==> config.mk <==
export PLATFORM = sky130hd
export DESIGN_NAME = mdpsc_target
export DESIGN_NICKNAME = d
export VERILOG_FILES = /design/src/include/mdpsc_pkg.sv /design/src/mdpsc_sync.sv /design/src/mdpsc_target.sv
export VERILOG_INCLUDE_DIRS = /design/src /design/src/include
export SDC_FILE = /design/constraint.sdc
export NUM_CORES = 1
export LEC_CHECK = 0
export BUFFER_PORTS_ARGS = -buffer_cell sky130_fd_sc_hd__buf_2
export CORE_UTILIZATION = 55
export DETAILED_ROUTE_END_ITERATION = 7
export PLACE_DENSITY = 0.74
export SLEW_MARGIN = 0
export SYNTH_ARGS = -nofsm -noshare
export SYNTH_HDL_FRONTEND = slang
export SYNTH_SLANG_ARGS = --single-unit
==> constraint.sdc <==
create_clock -name CLK_SYS -period 2 [get_ports CLK_SYS]
set_input_delay 0.5 -clock CLK_SYS [delete_from_list [all_inputs] [get_ports CLK_SYS]]
set_output_delay 0.5 -clock CLK_SYS [all_outputs]
set_load 0.02 [all_outputs]
==> src/include/mdpsc_params.svh <==
`ifndef MDPSC_PARAMS_SVH
`define MDPSC_PARAMS_SVH

// System clock period
`define MDPSC_CLK_PERIOD_NS 4
// Status release time-out after a frame error, automatic restart only
`define MDPSC_RESTART_TIMEOUT_NS 30000
// Cycles of the time-out, rounded down
`define MDPSC_RESTART_CYCLES (`MDPSC_RESTART_TIMEOUT_NS / `MDPSC_CLK_PERIOD_NS)
// Bits this device loads before it hands the chain on
`define MDPSC_LOAD_BITS 64
// First byte of a valid frame
`define MDPSC_SYNC_BYTE 8'hA5
// Bits per configuration byte
`define MDPSC_BYTE_BITS 8
// Synchroniser depth
`define MDPSC_SYNC_STAGES 2

`endif

==> src/include/mdpsc_pkg.sv <==
package mdpsc_pkg;

	// Main sequencer states
	typedef enum logic [2:0] {
		MDPSC_ST_RESET = 3'b000,
		MDPSC_ST_LOAD  = 3'b001,
		MDPSC_ST_WAIT  = 3'b010,
		MDPSC_ST_USER  = 3'b011,
		MDPSC_ST_ERROR = 3'b100
	} mdpsc_state_type;

	// Pin levels sensed from the chain, all asynchronous to the system clock
	typedef struct packed {
		logic cfg_req_n;
		logic ser_clk;
		logic ser_data;
		logic ce_n;
		logic status_n;
		logic done;
	} mdpsc_pins_type;

	// Received configuration byte
	typedef struct packed {
		logic       valid;
		logic [7:0] data;
	} mdpsc_byte_type;

endpackage

==> src/mdpsc_sync.sv <==
`timescale 1ns/1ns
`include "mdpsc_params.svh"

// Two-stage synchroniser for a vector of independent levels
module mdpsc_sync #(
	parameter int WIDTH = 1
) (
	input  wire logic             clk,     // System clock
	input  wire logic             rst_b,   // Async reset, active low
	input  wire logic [WIDTH-1:0] async_d, // Asynchronous levels
	output logic      [WIDTH-1:0] sync_q   // Synchronised levels
);

	logic [WIDTH-1:0] meta_ff;

	// First stage feeds only the second stage
	always_ff @(posedge clk or negedge rst_b) begin
		if (!rst_b) begin
			meta_ff <= '0;
			sync_q  <= '0;
		end else begin
			meta_ff <= async_d;
			sync_q  <= meta_ff;
		end
	end

	// Width check
	initial begin
		if (WIDTH < 1) begin
			$error("mdpsc_sync: WIDTH must be at least 1");
		end
	end

endmodule

==> src/mdpsc_target.sv <==
`timescale 1ns/1ns
`include "mdpsc_params.svh"

module mdpsc_target
	import mdpsc_pkg::*;
#(
	parameter int LOAD_BITS      = `MDPSC_LOAD_BITS,
	parameter int RESTART_CYCLES = `MDPSC_RESTART_CYCLES
) (
	input  wire logic       CLK_SYS,                   // System clock, 250 MHz
	input  wire logic       RST_B,                     // Async reset, active low
	input  wire logic       CONFIG_REQUEST_N,          // Configuration request pin
	input  wire logic       SERIAL_CFG_CLOCK,          // Serial configuration clock pin
	input  wire logic       SERIAL_CFG_DATA,           // Serial configuration data pin
	input  wire logic       CHAIN_ENABLE_IN_N,         // Chip enable from previous device
	input  wire logic       AUTO_RESTART,              // Automatic restart on frame error
	input  wire logic       SHARED_ERROR_STATUS_N_IN,  // Status line level
	output logic            SHARED_ERROR_STATUS_N_OUT, // Status drive value, always low
	output logic            SHARED_ERROR_STATUS_N_OE,  // Status pulled low when high
	input  wire logic       SHARED_LOAD_DONE_IN,       // Done line level
	output logic            SHARED_LOAD_DONE_OUT,      // Done drive value, always low
	output logic            SHARED_LOAD_DONE_OE,       // Done pulled low when high
	output logic            CHAIN_ENABLE_OUT_N,        // Chip enable to next device
	output logic            USER_MODE,                 // Device in user mode
	output logic            FRAME_ERROR,               // Device holds an error
	output logic [7:0]      CFG_BYTE,                  // Last assembled byte
	output logic            CFG_BYTE_VALID             // One-cycle pulse per byte
);

	localparam int CNT_W = $clog2(LOAD_BITS + 1);

	mdpsc_state_type  state_ff;
	mdpsc_state_type  nxt_state;
	mdpsc_pins_type   pins_async;
	mdpsc_pins_type   pins_sync;
	mdpsc_byte_type   byte_ff;
	mdpsc_byte_type   nxt_byte;
	logic             ser_clk_prev_ff;
	logic [CNT_W-1:0] bit_cnt_ff;
	logic [CNT_W-1:0] nxt_bit_cnt;
	logic [7:0]       shift_ff;
	logic [7:0]       nxt_shift;
	logic [15:0]      timer_ff;
	logic [15:0]      nxt_timer;
	logic             status_oe_ff;
	logic             done_oe_ff;
	logic             chain_out_n_ff;
	logic             user_ff;
	logic             error_ff;

	// Elaboration checks
	initial begin
		if (LOAD_BITS < 16 || (LOAD_BITS % `MDPSC_BYTE_BITS) != 0) begin
			$error("mdpsc_target: LOAD_BITS must be a multiple of 8, at least 16");
		end
		if (RESTART_CYCLES < 1 || RESTART_CYCLES > 65535) begin
			$error("mdpsc_target: RESTART_CYCLES out of range 1..65535");
		end
	end

	// All pins cross from outside the system clock domain
	assign pins_async = '{cfg_req_n: CONFIG_REQUEST_N, ser_clk: SERIAL_CFG_CLOCK,
		ser_data: SERIAL_CFG_DATA, ce_n: CHAIN_ENABLE_IN_N,
		status_n: SHARED_ERROR_STATUS_N_IN, done: SHARED_LOAD_DONE_IN};

	mdpsc_sync #(
		.WIDTH($bits(mdpsc_pins_type))
	) u_pin_sync (
		.clk     (CLK_SYS),
		.rst_b   (RST_B),
		.async_d (pins_async),
		.sync_q  (pins_sync)
	);

	// Edge of the link clock found by the system clock
	always_ff @(posedge CLK_SYS or negedge RST_B) begin
		if (!RST_B) begin
			ser_clk_prev_ff <= 1'b0;
		end else begin
			ser_clk_prev_ff <= pins_sync.ser_clk;
		end
	end

	// Decodes; the line levels are wired-AND of every party on the chain
	wire ser_clk_rise  = pins_sync.ser_clk & ~ser_clk_prev_ff;
	wire chain_enabled = ~pins_sync.ce_n;
	wire line_status_n = pins_sync.status_n;
	wire line_done     = pins_sync.done;
	wire take_bit      = chain_enabled & line_status_n & ser_clk_rise;
	wire [7:0] shifted = {pins_sync.ser_data, shift_ff[7:1]};
	wire [CNT_W-1:0] cnt_inc   = bit_cnt_ff + CNT_W'(1);
	wire byte_full     = (cnt_inc[2:0] == 3'b000);
	wire first_byte    = (cnt_inc == CNT_W'(`MDPSC_BYTE_BITS));
	wire sync_bad      = first_byte & (shifted != `MDPSC_SYNC_BYTE);
	wire load_last     = (cnt_inc == CNT_W'(LOAD_BITS));
	wire timeout_hit   = (timer_ff == 16'(RESTART_CYCLES - 1));
	wire req_low       = ~pins_sync.cfg_req_n;

	// Sequencer next state; a request low overrides every state
	always_comb begin
		nxt_state   = state_ff;
		nxt_bit_cnt = bit_cnt_ff;
		nxt_shift   = shift_ff;
		nxt_timer   = '0;
		nxt_byte    = '{valid: 1'b0, data: byte_ff.data};
		case (state_ff)
			MDPSC_ST_RESET: begin
				nxt_bit_cnt = '0;
				if (!req_low) begin
					nxt_state = MDPSC_ST_LOAD;
				end
			end
			MDPSC_ST_LOAD: begin
				if (!line_status_n) begin
					nxt_bit_cnt = '0;
				end else if (take_bit) begin
					nxt_shift   = shifted;
					nxt_bit_cnt = cnt_inc;
					if (byte_full) begin
						nxt_byte = '{valid: 1'b1, data: shifted};
					end
					if (sync_bad) begin
						nxt_state = MDPSC_ST_ERROR;
					end else if (load_last) begin
						nxt_state = MDPSC_ST_WAIT;
					end
				end
			end
			MDPSC_ST_WAIT: begin
				if (!line_status_n) begin
					nxt_state   = MDPSC_ST_LOAD;
					nxt_bit_cnt = '0;
				end else if (line_done) begin
					nxt_state = MDPSC_ST_USER;
				end
			end
			MDPSC_ST_USER: begin
				nxt_state = MDPSC_ST_USER;
			end
			MDPSC_ST_ERROR: begin
				nxt_bit_cnt = '0;
				if (AUTO_RESTART) begin
					nxt_timer = timer_ff + 16'h0001;
					if (timeout_hit) begin
						nxt_state = MDPSC_ST_LOAD;
					end
				end
			end
			default: begin
				nxt_state = MDPSC_ST_RESET;
			end
		endcase
		if (req_low) begin
			nxt_state   = MDPSC_ST_RESET;
			nxt_bit_cnt = '0;
			nxt_timer   = '0;
		end
	end

	// Pin drives decoded from the next state so outputs track it at once
	wire nxt_status_oe = (nxt_state == MDPSC_ST_RESET) | (nxt_state == MDPSC_ST_ERROR);
	wire nxt_done_oe   = (nxt_state == MDPSC_ST_RESET) | (nxt_state == MDPSC_ST_LOAD)
		| (nxt_state == MDPSC_ST_ERROR);
	wire nxt_chain_n   = ~((nxt_state == MDPSC_ST_WAIT) | (nxt_state == MDPSC_ST_USER));

	// State and data registers
	always_ff @(posedge CLK_SYS or negedge RST_B) begin
		if (!RST_B) begin
			state_ff   <= MDPSC_ST_RESET;
			bit_cnt_ff <= '0;
			shift_ff   <= 8'h00;
			timer_ff   <= 16'h0000;
			byte_ff    <= '0;
		end else begin
			state_ff   <= nxt_state;
			bit_cnt_ff <= nxt_bit_cnt;
			shift_ff   <= nxt_shift;
			timer_ff   <= nxt_timer;
			byte_ff    <= nxt_byte;
		end
	end

	// Pin and status registers; reset holds status and done low like power-up
	always_ff @(posedge CLK_SYS or negedge RST_B) begin
		if (!RST_B) begin
			status_oe_ff   <= 1'b1;
			done_oe_ff     <= 1'b1;
			chain_out_n_ff <= 1'b1;
			user_ff        <= 1'b0;
			error_ff       <= 1'b0;
		end else begin
			status_oe_ff   <= nxt_status_oe;
			done_oe_ff     <= nxt_done_oe;
			chain_out_n_ff <= nxt_chain_n;
			user_ff        <= (nxt_state == MDPSC_ST_USER);
			error_ff       <= (nxt_state == MDPSC_ST_ERROR);
		end
	end

	// Open-drain: only a low is ever driven
	assign SHARED_ERROR_STATUS_N_OUT = 1'b0;
	assign SHARED_LOAD_DONE_OUT      = 1'b0;
	assign SHARED_ERROR_STATUS_N_OE  = status_oe_ff;
	assign SHARED_LOAD_DONE_OE       = done_oe_ff;
	assign CHAIN_ENABLE_OUT_N        = chain_out_n_ff;
	assign USER_MODE                 = user_ff;
	assign FRAME_ERROR               = error_ff;
	assign CFG_BYTE                  = byte_ff.data;
	assign CFG_BYTE_VALID            = byte_ff.valid;

endmodule

# [Word level (Yosys, flattened, before mapping)]
# Cells that the tools add are included.
[totals] latch_bits=0 mem_bits_ro=0 out_inout_bits=16 mem_count=0 register_bits=61 word_cells=71 inputBits=9 ramBits=0
[classes] div=0 n_reduce_logical=7 addsub=2 n_mux=22 magnitude_cmp=0 shift=0 bitwise=11 n_eq_ne=15 mul=0
[ops] operator="$mux W16" count=3
[ops] operator="$mux W9" count=4
[ops] operator="$mux W7" count=4
[ops] operator="$mux W3" count=9
[ops] operator="$pmux W7 S3" count=1
[ops] operator="$add A16 B1 Y16 const B" count=1
[ops] operator="$eq A16 B13 Y1 const B" count=1
[ops] operator="$pmux W3 S5" count=1
[ops] operator="$eq A3 B2 Y1 const B" count=4
[ops] operator="$logic_not A3 Y1" count=3
[ops] operator="$ne A4 B4 Y1 const B" count=2
[ops] operator="$ne A8 B8 Y1 const B" count=1
[ops] operator="$add A7 B1 Y7 const B" count=1
[ops] operator="$eq A7 B4 Y1 const B" count=1
[ops] operator="$eq A7 B7 Y1 const B" count=1
[ops] operator="$eq A3 B1 Y1 const B" count=2
[ops] operator="$eq A3 B3 Y1 const B" count=2
[ops] operator="$reduce_and A3 Y1" count=2
[ops] operator="$and A1 B1 Y1" count=4
[ops] operator="$or A1 B1 Y1" count=4
[ops] operator="$reduce_and A4 Y1" count=1
[ops] operator="$ne A3 B3 Y1 const B" count=1
[ops] operator="$not A1 Y1" count=3
[ops] operator="$reduce_or A2 Y1" count=1

# [Longest topological paths before layout]
[logic_depth] word_depth=11 mapped_depth=7

# [Modules after synthesis]
# A second synthesis with hierarchy kept.
[unflattened] hier_cells=220 area_unflattened_um2=2591.2
[modules_own_cells] mod="mdpsc_target" seq_area_each_um2=1204.9 instances=1 area_per_inst_um2=2290.9 cells_each=208
[modules_own_cells] mod="mdpsc_sync" seq_area_each_um2=300.3 instances=1 area_per_inst_um2=300.3 cells_each=12

# [Least setup slack after synthesis]
# No wires, ideal clock.
[synth_timing] path_type="flip-flop to flip-flop" start="register bit_cnt_ff[0]" end="register chain_out_n_ff (netlist: CHAIN_ENABLE_OUT_N)" path_buffers=0 path_stages_with_launch=7 t_required_ps=1923 arrival_time_ps=1711 slack_ps=212 setup_time_ps=77 synth_period_minus_slack_ps=1788 cell_sequence="dfrtp_1 -> ha_1 -> ha_1 -> nand3b_1 -> nor4b_4 -> nand3_1 -> o21a_1"
[synth_via] elab_chain_len=11 word_cells_on_any_way=14
[synth_rtl] item="from (decl)" line_no="mdpsc_target.sv:39" rtl="logic [CNT_W-1:0] bit_cnt_ff;"
[synth_rtl] item="from (signal assigned)" line_no="mdpsc_target.sv:176" rtl="bit_cnt_ff <= nxt_bit_cnt;"
[synth_rtl] item="$add A7 B1 Y7 *" line_no="mdpsc_target.sv:91" rtl="wire [CNT_W-1:0] cnt_inc = bit_cnt_ff + CNT_W'(1);"
[synth_rtl] item="$eq A7 B7 Y1 / $eq A7 B4 Y1 (equally long branches)" line_no="mdpsc_target.sv:95, mdpsc_target.sv:93"
[synth_rtl] item="$mux W3 / $and A1 B1 Y1 (equally long branches)" line_no="mdpsc_target.sv:124, mdpsc_target.sv:94"
[synth_rtl] item="$mux W3 *" line_no="mdpsc_target.sv:122" rtl="if (sync_bad) begin"
[synth_rtl] item="$mux W3 *" line_no="mdpsc_target.sv:116" rtl="end else if (take_bit) begin"
[synth_rtl] item="$mux W3 *" line_no="mdpsc_target.sv:114" rtl="if (!line_status_n) begin"
[synth_rtl] item="$pmux W3 S5 *" line_no="mdpsc_target.sv:106" rtl="case (state_ff)"
[synth_rtl] item="$mux W3 *" line_no="mdpsc_target.sv:153" rtl="if (req_low) begin"
[synth_rtl] item="$eq A3 B2 Y1" line_no="mdpsc_target.sv:164" rtl="wire nxt_chain_n = ~((nxt_state == MDPSC_ST_WAIT) | (nxt_state == MDPSC_ST_USER));"
[synth_rtl] item="$or A1 B1 Y1 *" line_no="mdpsc_target.sv:164"
[synth_rtl] item="$not A1 Y1 *" line_no="mdpsc_target.sv:164"
[synth_rtl] item="via nxt_chain_n" line_no="mdpsc_target.sv:164"
[synth_rtl] item="to (signal assigned)" line_no="mdpsc_target.sv:194" rtl="chain_out_n_ff <= nxt_chain_n;"
[synth_rtl] item="to (decl)" line_no="mdpsc_target.sv:47" rtl="logic chain_out_n_ff;"
# Mark *: on every way through the listed nets, which the timed path passes. The rest lies on a longest branch.
# A chain may end at the register's enable or synchronous reset.

# [Final worst setup path]
# Ends and elaborated chain as after synthesis.

==> results.py <==
metrics = {
    "critical_path": {
        "max_stage_delay_ns": 0.41,
        "cp_top_family": "simple AND/OR/NAND/NOR gates",
        "critPathBufInv": 0,
        "crit_top_cell": "ha_1",
        "critical_path_class": "register to register",
        "crit_path_start_kind": "register",
        "timing.rr.start": "bit_cnt_ff[0]",
        "required_ns": 2.26,
        "reg2reg_slack_ns": 0.12,
        "cp_cell_sequence": "ha_1 > ha_1 > nand3b_1 > nor4b_4 > nand3_2 > o21a_1",
        "cp.arrival_ns": 2.15,
        "r2r_end": "CHAIN_ENABLE_OUT_N",
        "critPathMaxFanout": 5,
        "cp_slowest_cell": "dfrtp_1",
        "ff2ff_path_depth": 6,
        "cp-end-kind": "register",
    },
    "die": {
        "die_x_um": 70.9,
        "core-area_um2": 4440,
        "die_y_um": 70.9,
        "rows": 24,
        "dieArea_um2": 5020,
        "initial_core_util_pct": 58.7,
        "boundaryPins": 25,
    },
    "timing": {
        "worst_slack_ns": 0.115,
        "clock_skew_ns": 0.0100,
        "rsz0062_at_grt": "false",
        "fmax_ghz": 0.531,
        "setup_viol": 0,
        "hold_viol": 0,
        "whs_ns": 0.120,
        "slew_violations": 0,
        "finalCritPeriodShare_pct": 94.2,
        "period_minus_slack_ns": 1.88,
        "finalSetupTns_ns": 0,
    },
    "clock_tree": {
        "numCtsBuffers": 9,
        "htreeDepth": 3,
        "clk-insertion-delay-late_ns": 0.33,
        "cts_tree": "yes",
        "clk_pin_slew_worst_paths_ns": 0.07,
        "cts_sinks": 60,
        "root_buffer": "clkbuf_8",
        "postCtsSetupBuffers": 0,
        "clock_path_buffers": 2,
    },
    "power": {
        "power.leakage_nw": 1.36,
        "p_per_area_nw_per_um2": 773,
        "ir_drop_uv": 582,
        "total_power_mw": 2.29,
    },
    "synth": {
        "synth.avg_cell_area_um2": 11.7,
        "synth_seq_area_share_pct": 57.7,
        "synthesis.area_um2": 2610,
        "ys_warn_count": 0,
        "synth.distinct_cells": 43,
        "netlist_instances": 223,
        "synth-seq-cells": 60,
    },
    "placement": {
        "place_congestion": 0.808,
        "dp_slack_ns": 0.0950,
        "dp.cells": 295,
        "dp_hpwl_mm": 2.94,
        "port_buffers": 22,
        "dpl_cell_area_um2": 2790,
    },
    "detailed_routing": {
        "detail_route.vias_per_cell": 5.50,
        "drt-pass1-iter-count": 4,
        "vias": 1712,
        "routed_wl_mm": 4.35,
        "avgRoutedWirePerCell_um": 14.0,
        "postRouteAntennaNets": 0,
        "drc": 0,
        "drtIter0Drc": 178,
    },
    "outcome": {
        "status": "finished, final reports clean",
    },
    "grt": {
        "grt_max_degree": 41,
        "grt_pass1_vias": 1609,
        "grt_antenna_before_repair": 0,
        "grt_pass1_wl_mm": 7.60,
        "grt.overflow.total": 0,
        "grt.total_usage_pct": 20.1,
    },
    "final_layout": {
        "fin_util_pct": 66.7,
        "syn_to_final_growth_pct": 13.6,
        "instances_no_fill": 311,
        "drive_gt1_share_pct": 25.1,
        "fin_area_um2": 2960,
        "layout.nets": 266,
        "diodes": 0,
    },
    "job": {
        "max_cap_violations": 0,
    },
    "min_path": {
        "hold_class": "input pin to asynchronous set/reset pin",
    },
}
-- power by group --
part | leakage, nW | switching, mW | internal [mW]
clock | 0.0889 | 0.454 | 0.474
combinational | 0.476 | 0.0506 | 0.0406
sequential | 0.793 | 0.0247 | 1.25
-- area by class of cell --
type	instances	area, µm²
Clock buffer	11	141
Tap cell	52	65.1
Timing Repair Buffer	27	160
Inverter	4	15.0
Multi-Input combinational cell	152	1050
Clock inverter	5	27.5
Fill cell	341	1480
Sequential cell	60	1510
-- worst reg2reg max path, stage by stage, from the launching register on --
cell      delay, ns
dfrtp_1        0.41
ha_1           0.25
ha_1           0.30
nand3b_1       0.20
nor4b_4        0.29
nand3_2        0.16
o21a_1         0.20
-- timing repair --
action	in CTS	in global routing
hold buffers	0	0
endpoints found under the setup margin	0	5
resized for setup	0	1
endpoints found under the hold margin	0	0
-- registers in the layout (all words and copies together), names as in the netlist --
name,flops
timer_ff,16
u_pin_sync.sync_q,6
SHARED_ERROR_STATUS_N_OE,1
CFG_BYTE,8
CHAIN_ENABLE_OUT_N,1
state_ff,3
u_pin_sync.meta_ff,6
SHARED_LOAD_DONE_OE,1
bit_cnt_ff,7
shift_ff,7
FRAME_ERROR,1
USER_MODE,1
CFG_BYTE_VALID,1
ser_clk_prev_ff,1
-- logic make-up (layout without fill, tap and decap cells) --
logic type	Yosys count	after routing	share of synthesized area, %
other	1	2	0.144
buffers and inverters	12	47	2.40
AOI/OAI and AO/OA	36	36	8.78
adders and majority gates	3	3	1.44
and+or+nand+nor	82	82	18.3
xor gates and xnor gates	13	13	4.36
muxes	16	16	6.91
DFF	60	60	57.7
-- cell usage in the layout (no fill, tap or decap), drive strengths merged, types with 6 or more instances in the layout --
| master | n |
|---|---|
| a21oi | 8 |
| buf | 27 |
| clkbuf | 11 |
| dfrtp | 57 |
| mux2 | 16 |
| nand2 | 14 |
| nand3 | 14 |
| nor2 | 18 |
| o21ai | 11 |
| or3 | 6 |
| xnor2 | 7 |
| xor2 | 6 |
-- synthesized netlist by cell type, drive strengths merged --
cell type,count,share of area (%)
a21boi,1,0.29
a21o,1,0.29
a21oi,8,1.5
a22o,2,0.67
and2,1,0.24
and3,2,0.48
and3b,1,0.34
and4,3,1.0
and4bb,1,0.62
buf,5,1.4
clkbuf,3,0.43
conb,1,0.14
dfrtp,57,55
dfstp,3,3.0
ha,3,1.4
inv,4,0.58
mux2,16,6.9
nand2,14,2.0
nand2b,1,0.24
nand3,14,2.7
nand3b,2,0.58
nand4,5,1.2
nor2,18,2.6
nor2b,3,0.72
nor3,1,0.19
nor3b,2,0.58
nor4b,2,1.2
nor4bb,4,1.5
o211ai,4,1.2
o21a,5,1.5
o21ai,11,2.1
o31a,1,0.34
o31ai,2,0.58
o41ai,1,0.34
or3,6,1.4
or4,2,0.58
xnor2,7,2.4
xor2,6,2.0
-- metal layers --
layer | global-route usage (%) | part of all wire, % | up-vias
met3 | 4.27 | 4.3 | 14
met4 | 12.4 | 2.6 | 0
met1 | 29.6 | 52 | 793
met2 | 27.2 | 41 | 46
li1 | - | - | 859
met5 | 0 | 0 | -
-- worst max-delay path by stage --
stage | depth (start not counted) | from | to | slack, ns
2_1_floorplan | 6 | bit_cnt_ff[0] | CHAIN_ENABLE_OUT_N | 0.21
3_3_place_gp | 6 | bit_cnt_ff[0] | SHARED_LOAD_DONE_OE | 0.13
3_5_place_dp | 6 | bit_cnt_ff[0] | CHAIN_ENABLE_OUT_N | 0.1
4_1_cts | 6 | bit_cnt_ff[0] | CHAIN_ENABLE_OUT_N | 0.07
5_1_grt | 6 | bit_cnt_ff[0] | state_ff[2] | 0.005
6_report | 6 | bit_cnt_ff[0] | CHAIN_ENABLE_OUT_N | 0.12
Power figures use the tool's default switching activity.
